$ cat config.mk
export PLATFORM = sky130hd
export DESIGN_NAME = sfg_core
export DESIGN_NICKNAME = d
export VERILOG_FILES = /design/src/sfg_pkg.sv /design/src/sfg_core.sv
export SDC_FILE = /design/constraint.sdc
export NUM_CORES = 1
export LEC_CHECK = 0
export CAP_MARGIN = 20
export CORE_UTILIZATION = 66
export CTS_BUF_LIST = sky130_fd_sc_hd__clkbuf_4
export DETAILED_ROUTE_END_ITERATION = 10
export DONT_BUFFER_PORTS = 1
export GPL_ROUTABILITY_DRIVEN = 0
export PLACE_DENSITY = 0.84
export SLEW_MARGIN = 20
export SYNTH_ARGS = -nofsm -noshare
export SYNTH_HDL_FRONTEND = slang
export SYNTH_SLANG_ARGS = --single-unit
$ cat constraint.sdc
create_clock -name sys_clk_i -period 4.4 [get_ports sys_clk_i]
set_input_delay 0.88 -clock sys_clk_i [delete_from_list [all_inputs] [get_ports sys_clk_i]]
set_output_delay 0.88 -clock sys_clk_i [all_outputs]
set_load 0.01 [all_outputs]
$ cat src/sfg_pkg.sv
// Package of constants and carrier types for the serial flash bus and write guard block.
// Assumes one 20 MHz system clock; the serial link clock is sampled as data.
package sfg_pkg;
  localparam int SYS_CLK_HZ = 20_000_000;
  localparam int LOCKOUT_US = 1000;
  localparam int LOCKOUT_CYC = LOCKOUT_US * (SYS_CLK_HZ / 1_000_000);
  localparam int WRSR_US = 10;
  localparam int PROG_US = 100;
  localparam int WRSR_CYC = WRSR_US * (SYS_CLK_HZ / 1_000_000);
  localparam int PROG_CYC = PROG_US * (SYS_CLK_HZ / 1_000_000);
  localparam logic [7:0] OP_WREN = 8'h06;
  localparam logic [7:0] OP_WRDI = 8'h04;
  localparam logic [7:0] OP_RDSR1 = 8'h05;
  localparam logic [7:0] OP_RDSR2 = 8'h35;
  localparam logic [7:0] OP_WRSR = 8'h01;
  localparam logic [7:0] OP_PP = 8'h02;
  localparam logic [7:0] OP_SE = 8'h20;
  localparam logic [7:0] OP_BE32 = 8'h52;
  localparam logic [7:0] OP_BE64 = 8'hd8;
  localparam logic [7:0] OP_CE = 8'hc7;
  localparam logic [7:0] OP_PD = 8'hb9;
  localparam logic [7:0] OP_RPD = 8'hab;
  localparam logic [7:0] OP_SUSP = 8'h75;
  localparam logic [7:0] OP_DUAL_O = 8'h3b;
  localparam logic [7:0] OP_DUAL_IO = 8'hbb;
  localparam logic [7:0] OP_QUAD_O = 8'h6b;
  localparam logic [7:0] OP_QUAD_IO = 8'heb;
  localparam logic [7:0] OP_QUAD_OW = 8'he3;
  localparam int BIT_BUSY = 0;
  localparam int BIT_WPL = 1;
  localparam logic [15:0] STATUS_RESET = 16'h0000;
  typedef enum logic [1:0] {SFG_LOCK_SW, SFG_LOCK_PIN, SFG_LOCK_PWR, SFG_LOCK_OTP} sfg_lock_t;
  typedef struct packed {
    logic quad_lane_enable;
    logic status_lock_mode_1;
    logic status_lock_mode_0;
    logic small_unit_select;
    logic protect_low_end;
    logic [2:0] protect_size;
  } sfg_nv_t;
  typedef struct packed {
    logic [3:0] o;
    logic [3:0] oe;
  } sfg_lanes_t;
endpackage
$ cat src/sfg_core.sv
// Serial flash bus target and write guard logic.
// Assumes pins arrive asynchronously; power-level reset arrives as srst_i.
`timescale 1ns/10ps
module sfg_core import sfg_pkg::*; #(
  parameter int LOCKOUT_CYCLES = LOCKOUT_CYC
) (
  input wire logic sys_clk_i,
  input wire logic srst_i,
  input wire logic select_n_i,
  input wire logic serial_clk_i,
  input wire logic [3:0] data_lane_i,
  output logic [3:0] data_lane_o,
  output logic [3:0] data_lane_oe_o,
  output logic [15:0] status_o,
  output logic busy_o,
  output logic paused_o,
  output logic power_down_o,
  output logic lockout_o
);
  initial begin
    if (LOCKOUT_CYCLES < 1) $error("LOCKOUT_CYCLES must be at least one");
  end

  typedef enum {ST_OPC, ST_ADDR, ST_DUMMY, ST_WDATA, ST_RDATA, ST_IGNORE} sfg_state_t;

  function automatic logic is_quad(input logic [7:0] op);
    return op == OP_QUAD_O || op == OP_QUAD_IO || op == OP_QUAD_OW;
  endfunction
  function automatic logic is_dual(input logic [7:0] op);
    return op == OP_DUAL_O || op == OP_DUAL_IO;
  endfunction
  function automatic logic is_wr(input logic [7:0] op);
    return op == OP_PP || op == OP_SE || op == OP_BE32 || op == OP_BE64 || op == OP_CE;
  endfunction

  // Two-stage synchronisers on every pin
  logic [6:0] meta, sync;
  always_ff @(posedge sys_clk_i) begin
    meta <= {select_n_i, serial_clk_i, data_lane_i, 1'b0};
    sync <= meta;
  end
  wire cs_n = sync[6];
  wire sck = sync[5];
  wire [3:0] lanes = sync[4:1];

  logic sck_d, cs_d, hold_d;
  always_ff @(posedge sys_clk_i) begin
    sck_d <= sck;
    cs_d <= cs_n;
    hold_d <= lanes[3];
  end
  wire sck_rise = sck & ~sck_d;
  wire sck_fall = ~sck & sck_d;
  wire cs_fall = ~cs_n & cs_d;

  sfg_nv_t nv;
  logic wpl, busy, pd, paused, hold_req, quad_xfer;
  logic [31:0] lock_cnt, busy_cnt;
  sfg_state_t state;
  logic [7:0] opcode, shreg, wbyte0, wbyte1;
  logic [5:0] bitcnt;
  logic [1:0] wcount;
  logic [1:0] pend;
  logic [3:0] out_q;
  logic [3:0] oe_q;

  wire lockout = lock_cnt != 32'h0;
  wire sel = ~cs_n;
  wire hold_on = ~nv.quad_lane_enable & ~quad_xfer;
  wire pause_fall = sel & hold_on & ~lanes[3] & hold_d;
  wire pause_rise = lanes[3] & ~hold_d;
  wire pins_ok = (sel & ~paused) & ~srst_i;
  wire [1:0] width = quad_xfer ? 2'd2 : (is_dual(opcode) && state != ST_OPC ? 2'd1 : 2'd0);
  wire [2:0] step = 3'd1 << width;
  wire step_in = pins_ok & sck_rise & ~hold_req;
  wire step_out = pins_ok & sck_fall;
  wire [7:0] shin0 = {shreg[6:0], lanes[0]};
  wire [7:0] shin1 = {shreg[5:0], lanes[1], lanes[0]};
  wire [7:0] shin2 = {shreg[3:0], lanes[3:0]};
  wire [7:0] shin = width == 2'd2 ? shin2 : (width == 2'd1 ? shin1 : shin0);
  wire byte_done = step_in && (bitcnt + 6'(step)) >= 6'd8;
  wire [7:0] nop = shin;
  wire [15:0] status_full = {6'h00, nv.quad_lane_enable, nv.status_lock_mode_1,
                             nv.status_lock_mode_0, nv.small_unit_select,
                             nv.protect_low_end, nv.protect_size, wpl, busy};
  wire sfg_lock_t lockm = sfg_lock_t'({nv.status_lock_mode_1, nv.status_lock_mode_0});
  wire guard_pin = nv.quad_lane_enable ? 1'b1 : lanes[2];
  wire wrsr_ok = wpl && !lockout && (lockm == SFG_LOCK_SW ||
                 (lockm == SFG_LOCK_PIN && guard_pin));
  // Opcode acceptance at the byte boundary
  wire acc_any = !busy && !pd;
  wire acc_wren = acc_any && !lockout;
  wire acc_write = acc_wren && wpl;

  // Power-up lockout counter
  always_ff @(posedge sys_clk_i) begin
    if (srst_i) lock_cnt <= LOCKOUT_CYCLES;
    else if (lockout) lock_cnt <= lock_cnt - 32'h1;
  end

  // Pause entry and exit follow the clock level
  always_ff @(posedge sys_clk_i) begin
    if (srst_i || cs_n) begin
      paused <= 1'b0;
      pend <= 2'b00;
    end else if (!hold_on && !paused) begin
      pend <= 2'b00;
    end else if (pause_fall) begin
      if (!sck) paused <= 1'b1;
      else pend <= 2'b01;
    end else if (pause_rise && paused) begin
      if (!sck) paused <= 1'b0;
      else pend <= 2'b10;
    end else if (sck_fall && pend != 2'b00) begin
      paused <= pend == 2'b01;
      pend <= 2'b00;
    end
  end
  assign hold_req = pend == 2'b01;

  // Serial engine
  always_ff @(posedge sys_clk_i) begin
    if (srst_i) begin
      state <= ST_OPC;
      bitcnt <= 6'd0;
      opcode <= 8'h00;
      shreg <= 8'h00;
      quad_xfer <= 1'b0;
      wcount <= 2'd0;
      wbyte0 <= 8'h00;
      wbyte1 <= 8'h00;
      wpl <= 1'b0;
      pd <= 1'b0;
      busy <= 1'b0;
      busy_cnt <= 32'h0;
      nv <= sfg_nv_t'(STATUS_RESET[9:2]);
    end else begin
      if (busy) begin
        if (busy_cnt == 32'h0) begin
          // Latch drops with the busy flag, on completion
          busy <= 1'b0;
          wpl <= 1'b0;
        end else begin
          busy_cnt <= busy_cnt - 32'h1;
        end
      end
      if (cs_n) begin
        // Select high ends the transfer and commits a status write
        if (!cs_d && state == ST_WDATA && opcode == OP_WRSR && wcount != 2'd0 && wrsr_ok) begin
          nv.protect_size <= wbyte0[4:2];
          nv.protect_low_end <= wbyte0[5];
          nv.small_unit_select <= wbyte0[6];
          nv.status_lock_mode_0 <= wbyte0[7];
          if (wcount == 2'd2) begin
            nv.status_lock_mode_1 <= wbyte1[0];
            nv.quad_lane_enable <= wbyte1[1];
          end
          busy <= 1'b1;
          busy_cnt <= WRSR_CYC;
        end else if (!cs_d && state == ST_WDATA && is_wr(opcode)) begin
          // Program and erase start only once select has risen
          busy <= 1'b1;
          busy_cnt <= PROG_CYC;
        end
        state <= ST_OPC;
        bitcnt <= 6'd0;
        quad_xfer <= 1'b0;
        wcount <= 2'd0;
      end else if (cs_fall) begin
        state <= ST_OPC;
        bitcnt <= 6'd0;
      end else if (step_in && state != ST_IGNORE) begin
        shreg <= shin;
        bitcnt <= byte_done ? 6'd0 : bitcnt + 6'(step);
        if (byte_done) begin
          case (state)
            ST_OPC: begin
              opcode <= nop;
              state <= ST_IGNORE;
              if (pd) begin
                if (nop == OP_RPD) pd <= 1'b0;
              end else if (busy) begin
                if (nop == OP_RDSR1 || nop == OP_RDSR2) state <= ST_RDATA;
              end else begin
                case (nop)
                  OP_WREN: if (acc_wren) wpl <= 1'b1;
                  OP_WRDI: wpl <= 1'b0;
                  OP_PD: pd <= 1'b1;
                  OP_RDSR1, OP_RDSR2: state <= ST_RDATA;
                  OP_WRSR: if (acc_write) state <= ST_WDATA;
                  default: begin
                    if (is_wr(nop) && acc_write) begin
                      // Array engine absent: collect address and data, then model busy
                      state <= ST_WDATA;
                    end else if (is_quad(nop) && nv.quad_lane_enable) begin
                      quad_xfer <= 1'b1;
                      state <= ST_ADDR;
                    end else if (is_dual(nop)) begin
                      state <= ST_ADDR;
                    end
                  end
                endcase
              end
            end
            ST_ADDR: begin
              wcount <= wcount + 2'd1;
              if (wcount == 2'd2) state <= ST_RDATA;
            end
            ST_WDATA: begin
              if (wcount == 2'd0) wbyte0 <= nop;
              if (wcount == 2'd1) wbyte1 <= nop;
              if (wcount != 2'd2) wcount <= wcount + 2'd1;
            end
            default: state <= state;
          endcase
        end
      end
    end
  end
  wire _unused = acc_any & quad_xfer;

  // Output shifter: status read repeats, fast reads return zero data
  logic [2:0] obit;
  wire [7:0] out_byte = opcode == OP_RDSR2 ? status_full[15:8] : status_full[7:0];
  always_ff @(posedge sys_clk_i) begin
    if (srst_i || cs_n || state != ST_RDATA) begin
      out_q <= 4'h0;
      oe_q <= 4'h0;
      obit <= 3'd7;
    end else if (step_out) begin
      oe_q <= quad_xfer ? 4'hf : (is_dual(opcode) ? 4'h3 : 4'h2);
      if (is_dual(opcode) || quad_xfer) begin
        out_q <= 4'h0;
      end else begin
        out_q <= {2'b00, out_byte[obit], 1'b0};
        obit <= obit - 3'd1;
      end
    end
  end

  assign data_lane_o = out_q;
  assign data_lane_oe_o = (paused | cs_n) ? 4'h0 : oe_q;
  assign status_o = status_full;
  assign busy_o = busy;
  assign paused_o = paused;
  assign power_down_o = pd;
  assign lockout_o = lockout;
endmodule

# --- After elaboration in Yosys (flattened, before gate mapping) ---
# Cells that the tools add are included.
classes:
  reduce_logical: 71
  n_shift: 1
  magnitude_cmp: 2
  n_mux: 60
  add_sub_neg: 5
  n_eq_ne: 44
  bitwise: 31
ops:
  columns: ["cell", "count"]
  rows:
  - ["$mux 32", 8]
  - ["$eq 8x8->1 const B", 10]
  - ["$logic_not 32->1", 2]
  - ["$ne 32x4->1 const B", 2]
  - ["$pmux 32 s2", 1]
  - ["$reduce_bool 32->1", 2]
  - ["$sub 32x1->32 const B", 2]
  - ["$eq 8x6->1 const B", 6]
  - ["$eq 32x1->1 const B", 1]
  - ["$eq 32x2->1 const B", 1]
  - ["$eq 32x3->1 const B", 1]
  - ["$mux 1", 29]
  - ["$eq 8x3->1 const B", 3]
  - ["$eq 8x7->1 const B", 3]
  - ["$mux 8", 3]
  - ["$logic_and 1x1->1", 19]
  - ["$logic_or 1x1->1", 17]
  - ["$not 1->1", 17]
  - ["$eq 8x1->1 const B", 2]
  - ["$eq 8x2->1 const B", 2]
  - ["$mux 2", 8]
  - ["$ne 2x2->1 const B", 7]
  - ["$and 1x1->1", 13]
  - ["$mux 3", 4]
  - ["28 further kinds", 51]
totals:
  in_bits: 8
  wordCells: 243
  regBits: 170

# --- Longest topological paths before layout ---
logic_depth:
  depth_word: 19
  depth_mapped: 16
  depth_no_buf: 12

# --- Worst setup path before layout ---
# Ideal clock, no wire load.
synth_timing:
  kind: "register to register"
  from: "register opcode[1]"
  to: "register opcode[5]"
  path_slack_ns: 0.870
  stages_incl_launch_ff: 16
  period_less_slack_ns: 3.530
  required_time_ns: 4.272
  arrival_time_ns: 3.402
  path_cell_list: "dfxtp_1 buf_2 and4b_1 clkbuf_1 a31oi_1 ha_1 fa_1 a2111oi_0 nand3_1 a31oi_1 or2_2 clkbuf_1 or3_1 clkbuf_1 mux2i_1 nor2_1"
synth_between:
  elab_chain_len: 10
  elab_cells_between_ends: 15
synth_rtl:
  columns: ["item", "line", "rtl"]
  rows:
  - ["start: declaration", "sfg_core.sv:60", "logic [7:0] opcode, shreg, wbyte0, wbyte1;"]
  - ["start signal: assignment", "sfg_core.sv:178", "opcode <= nop;"]
  - ["$eq 8x6->1 / $eq 8x8->1 (equally long branches)", "sfg_core.sv:30", "return op == OP_DUAL_O || op == OP_DUAL_IO;"]
  - ["$logic_or 1x1->1 (*)", "sfg_core.sv:30", null]
  - ["$logic_and 1x1->1 (*)", "sfg_core.sv:73", "wire [1:0] width = quad_xfer ? 2'd2 : (is_dual(opcode) && state != ST_OPC ? 2'd1 : 2'd0);"]
  - ["$mux 1 (*)", "sfg_core.sv:73", null]
  - ["$mux 2 (*)", "sfg_core.sv:73", null]
  - ["$shl 1x2->3", "sfg_core.sv:74", "wire [2:0] step = 3'd1 << width;"]
  - ["$add 6x3->6", "sfg_core.sv:81", "wire byte_done = step_in && (bitcnt + 6'(step)) >= 6'd8;"]
  - ["$ge 6x4->1", "sfg_core.sv:81", null]
  - ["$logic_and 1x1->1", "sfg_core.sv:81", null]
  - ["$reduce_and 5->1 (no source line)", null, null]
# Every way passes the cells marked *; elsewhere a longest branch is shown, timed or not.
# A chain may end at the register's enable or synchronous reset.

# --- Worst setup path after layout ---
layout_timing:
  from: "register opcode[1]"
  to: "register pd (netlist: power_down_o)"
layout_between:
  elab_chain_len: 12
  elab_cells_between_ends: 21
layout_rtl:
  columns: ["item", "line", "rtl"]
  rows:
  - ["$eq 8x6->1 / $eq 8x8->1 (equally long branches)", "sfg_core.sv:30", null]
  - ["$logic_or 1x1->1 (*)", "sfg_core.sv:30", null]
  - ["$logic_and 1x1->1 (*)", "sfg_core.sv:73", null]
  - ["$mux 1 (*)", "sfg_core.sv:73", null]
  - ["$mux 2 (*)", "sfg_core.sv:73", null]
  - ["parallel branches: the longest is 7 deep, another holds $add 6x3->6", null, null]
  - ["end signal: assignment", "sfg_core.sv:133", "pd <= 1'b0;"]
  - ["end signal: assignment", "sfg_core.sv:181", "if (nop == OP_RPD) pd <= 1'b0;"]
  - ["end signal: assignment", "sfg_core.sv:188", "OP_PD: pd <= 1'b1;"]
  - ["end: declaration", "sfg_core.sv:57", "logic wpl, busy, pd, paused, hold_req, quad_xfer;"]
# Mark *: on every way between the ends.

==> impl_metrics.ini <==
[detailed_routing]
routed_wl_um = 14600
drt_iter0_markers = 446
antenna_left = 0
wl_per_cell_um = 16.3
vias_per_cell = 6.16
firstDrtPassIters = 6
drc = 0
num_vias = 5499

[cts]
cts_hold_buf = 0
post_cts_buffers = 0
cts_tree = done
clock_sinks = 135
htree_num_levels = 4
cts.clk_slew.worst_paths_ps = 110
clockRootBuffer = clkbuf_4
cts_buffers = 17
ctsResizeCount = 0
clk_latency_ps = 550
cts_buffer_depth = 2

[synth]
synth_seq_area_share = 0.411
netlist_area_um2 = 6580
ys_async_sr_fraction = 0
synth.ff_latch_count = 135
synth_top_area_cell = dfxtp_1
synth_cells = 764
synth_area_leaders = dfxtp_1 41%, nor2_1 7.4%, xnor2_1 4.8%, mux2i_1 4.0%, xor2_1 3.2%
synth_warnings = 0
synth-edff-count = 0
synth_area_per_cell_um2 = 8.61
yosysUniqueCellTypes = 75
ys.flop_type = dfxtp_1
yosys.area.top_type_share = 0.411

[worst_setup_path]
critPathLaunchType = flip-flop
crit_cells = 12
r2r_start = opcode[1]
crit_path_end_kind = flip-flop
cp_slowest_cell = dfxtp_1
cp.arrival_ps = 4330
crit_fanout = 11
path_cells = and4b_1 -> a31oi_1 -> ha_1 -> fa_1 -> a2111oi_0 -> nand3_1 -> a31oi_1 -> or2_2 -> or3_1 -> inv_1 -> a31oi_1 -> nor3_1
critical_path.top_delay_family = simple AND/OR/NAND/NOR gates
crit_buf_inv = 1
slowest_delay_ps = 510
cp.required_ps = 4850
cpMostUsedCell = a31oi_1
startpoint = opcode[1]
crit_type = flip-flop to flip-flop
worst_r2r_path_depth = 12

[min_path]
min_path_type = flip-flop to flip-flop
min-delay-start = meta[2]
holdPathStages = 0

[grt]
antenna_found_initial = 0
grt.total_usage = 0.297
overflow = 0
grt_pass1_wl_um = 23900
grt_start_max_net_pins = 74
grt_pass1_vias = 5107

[pwr]
p_sw_uw = 498
clkPwrFrac = 0.411
finalPower_uw = 2280
ir_worst_vdd_v = 0.000365
power_frac_seq = 0.555
swShare = 0.219
comb_power_share = 0.035
power.leakage_uw = 0.00264
power_density_nw_per_um2 = 331
p_int_uw = 1780

[run]
cap_violations = 0

[floorplan]
die_h_um = 102
die_width_um = 102
rows = 36
top_level_ports = 36
die_area_um2 = 10400
start_util = 0.676
core_area_um2 = 9730

[timing]
setup_viol_count_final = 0
tightest_slew_ps = 947
timing.fmax_mhz = 258
slew_violations = 0
timing.setup.tns_ps = 0
period_needed_ps = 3880
skew_ps = 19.0
final.period_utilization = 0.882
rsz0062_at_grt = no
hold_violations = 0
maxSlewHeadroom = 0.367

[layout]
drive_gt1_frac = 0.0659
fillCellCount = 775
nets = 766
final_cell_mix = 135 x dfxtp_1, 130 x nor2_1, 48 x nand2_1
layout_commonest_cell = dfxtp_1
n_antenna_cell = 0
seqCellArea_um2 = 2700
synthToLayoutAreaGrowth_pct = 4.75
multiInputGateArea_um2 = 3600

[placed_design]
port_buffers = 0
hpwl_um = 10100

[outcome]
run_status = finished, final reports clean
-- cells in the mapped netlist (2+ instances only) --
cell type / instances
a2111o_1: 2
a211oi_1: 4
a21boi_0: 2
a21oi_1: 34
a221oi_1: 2
a31oi_1: 8
and2_1: 8
and3_1: 4
and4b_1: 3
and4bb_1: 2
buf_2: 9
buf_4: 12
clkbuf_1: 24
dfxtp_1: 135
ha_1: 10
inv_1: 22
mux2i_1: 26
mux4_2: 2
nand2_1: 48
nand2b_1: 13
nand3_1: 18
nand3b_1: 8
nand4_1: 11
nand4b_1: 5
nand4bb_1: 2
nor2_1: 130
nor2b_1: 5
nor3_1: 33
nor3b_1: 5
nor4_1: 25
nor4_2: 2
nor4b_1: 5
o21a_1: 3
o21ai_0: 15
o31a_1: 4
o31ai_1: 7
o41a_1: 2
or2_1: 3
or2_2: 4
or3_1: 8
or4_1: 7
xnor2_1: 36
xor2_1: 24
-- flip-flops by register name, summed over array words and instances (netlist names), 2 cells and up --
register and flops:
bitcnt 6, busy_cnt 32, lock_cnt 32, meta 6, obit 3, oe_q 3, opcode 8, pend 2
shreg 7, state 3, status_o 8, sync 6, wbyte0 6, wbyte1 2, wcount 2
-- final cells by class --
cell class / count / share of cell area
Multi-Input combinational cell: 569 / 0.522
Timing Repair Buffer: 2 / 0.00218
Clock inverter: 12 / 0.0265
Inverter: 22 / 0.0120
Sequential cell: 135 / 0.392
Clock buffer: 19 / 0.0207
Tap cell: 133 / 0.0241
-- worst paths after layout --
path / end / slack, ps
setup reg to reg: power_down_o / 520
hold / removal: sync[2] / 320
hold reg to reg: sync[2] / 320
setup / recovery: power_down_o / 520
-- power groups by stage --
stage                     Clock [µW]  Sequential, µW  Combinational, µW
after floorplan                    0            1290               79.7
after global placement             0            1290               74.8
after detailed placement           0            1290               76.9
after CTS                        948            1260               77.8
after global routing             998            1270               89.1
final                            937            1260               79.0
-- per-layer routing --
layer | track usage | part of all wire | wire length, µm | vias up
li1 | - | - | - | 2654
met1 | 0.373 | 0.43 | 6280 | 2561
met2 | 0.463 | 0.45 | 6590 | 232
met3 | 0.0882 | 0.084 | 1220 | 52
met4 | 0.157 | 0.032 | 465 | 0
met5 | 0 | 0 | 0 | -
-- cells by family after synthesis --
logic type / Yosys count / share of synthesized area
AOI/OAI and AO/OA: 102 / 0.104
buffers and inverters: 68 / 0.0475
adders and majority gates: 11 / 0.0221
other: 1 / 0.000570
muxes: 29 / 0.0481
xor gates and xnor gates: 60 / 0.0799
and+or+nand+nor: 358 / 0.287
DFF: 135 / 0.411
-- worst reg2reg max path, stage by stage (launching register included) --
cell and delay [ps]:
dfxtp_1 510, and4b_1 400, a31oi_1 270, ha_1 300, fa_1 420, a2111oi_0 390
nand3_1 130, a31oi_1 270, or2_2 280, or3_1 390, inv_1 170, a31oi_1 190
nor3_1 70
-- stage by stage --
stage,hold slack (ps),setup WS [ps],util,instances,cell area [µm²]
detailed placement,312,659,0.674,861,6560
CTS,327,647,0.708,892,6890
finish,318,520,0.708,892,6890
global placement,310,779,0.674,861,6560
global route,318,178,0.708,892,6890
floorplan,310,870,-,772,6610
No activity file was read; power rests on OpenSTA's default activity.
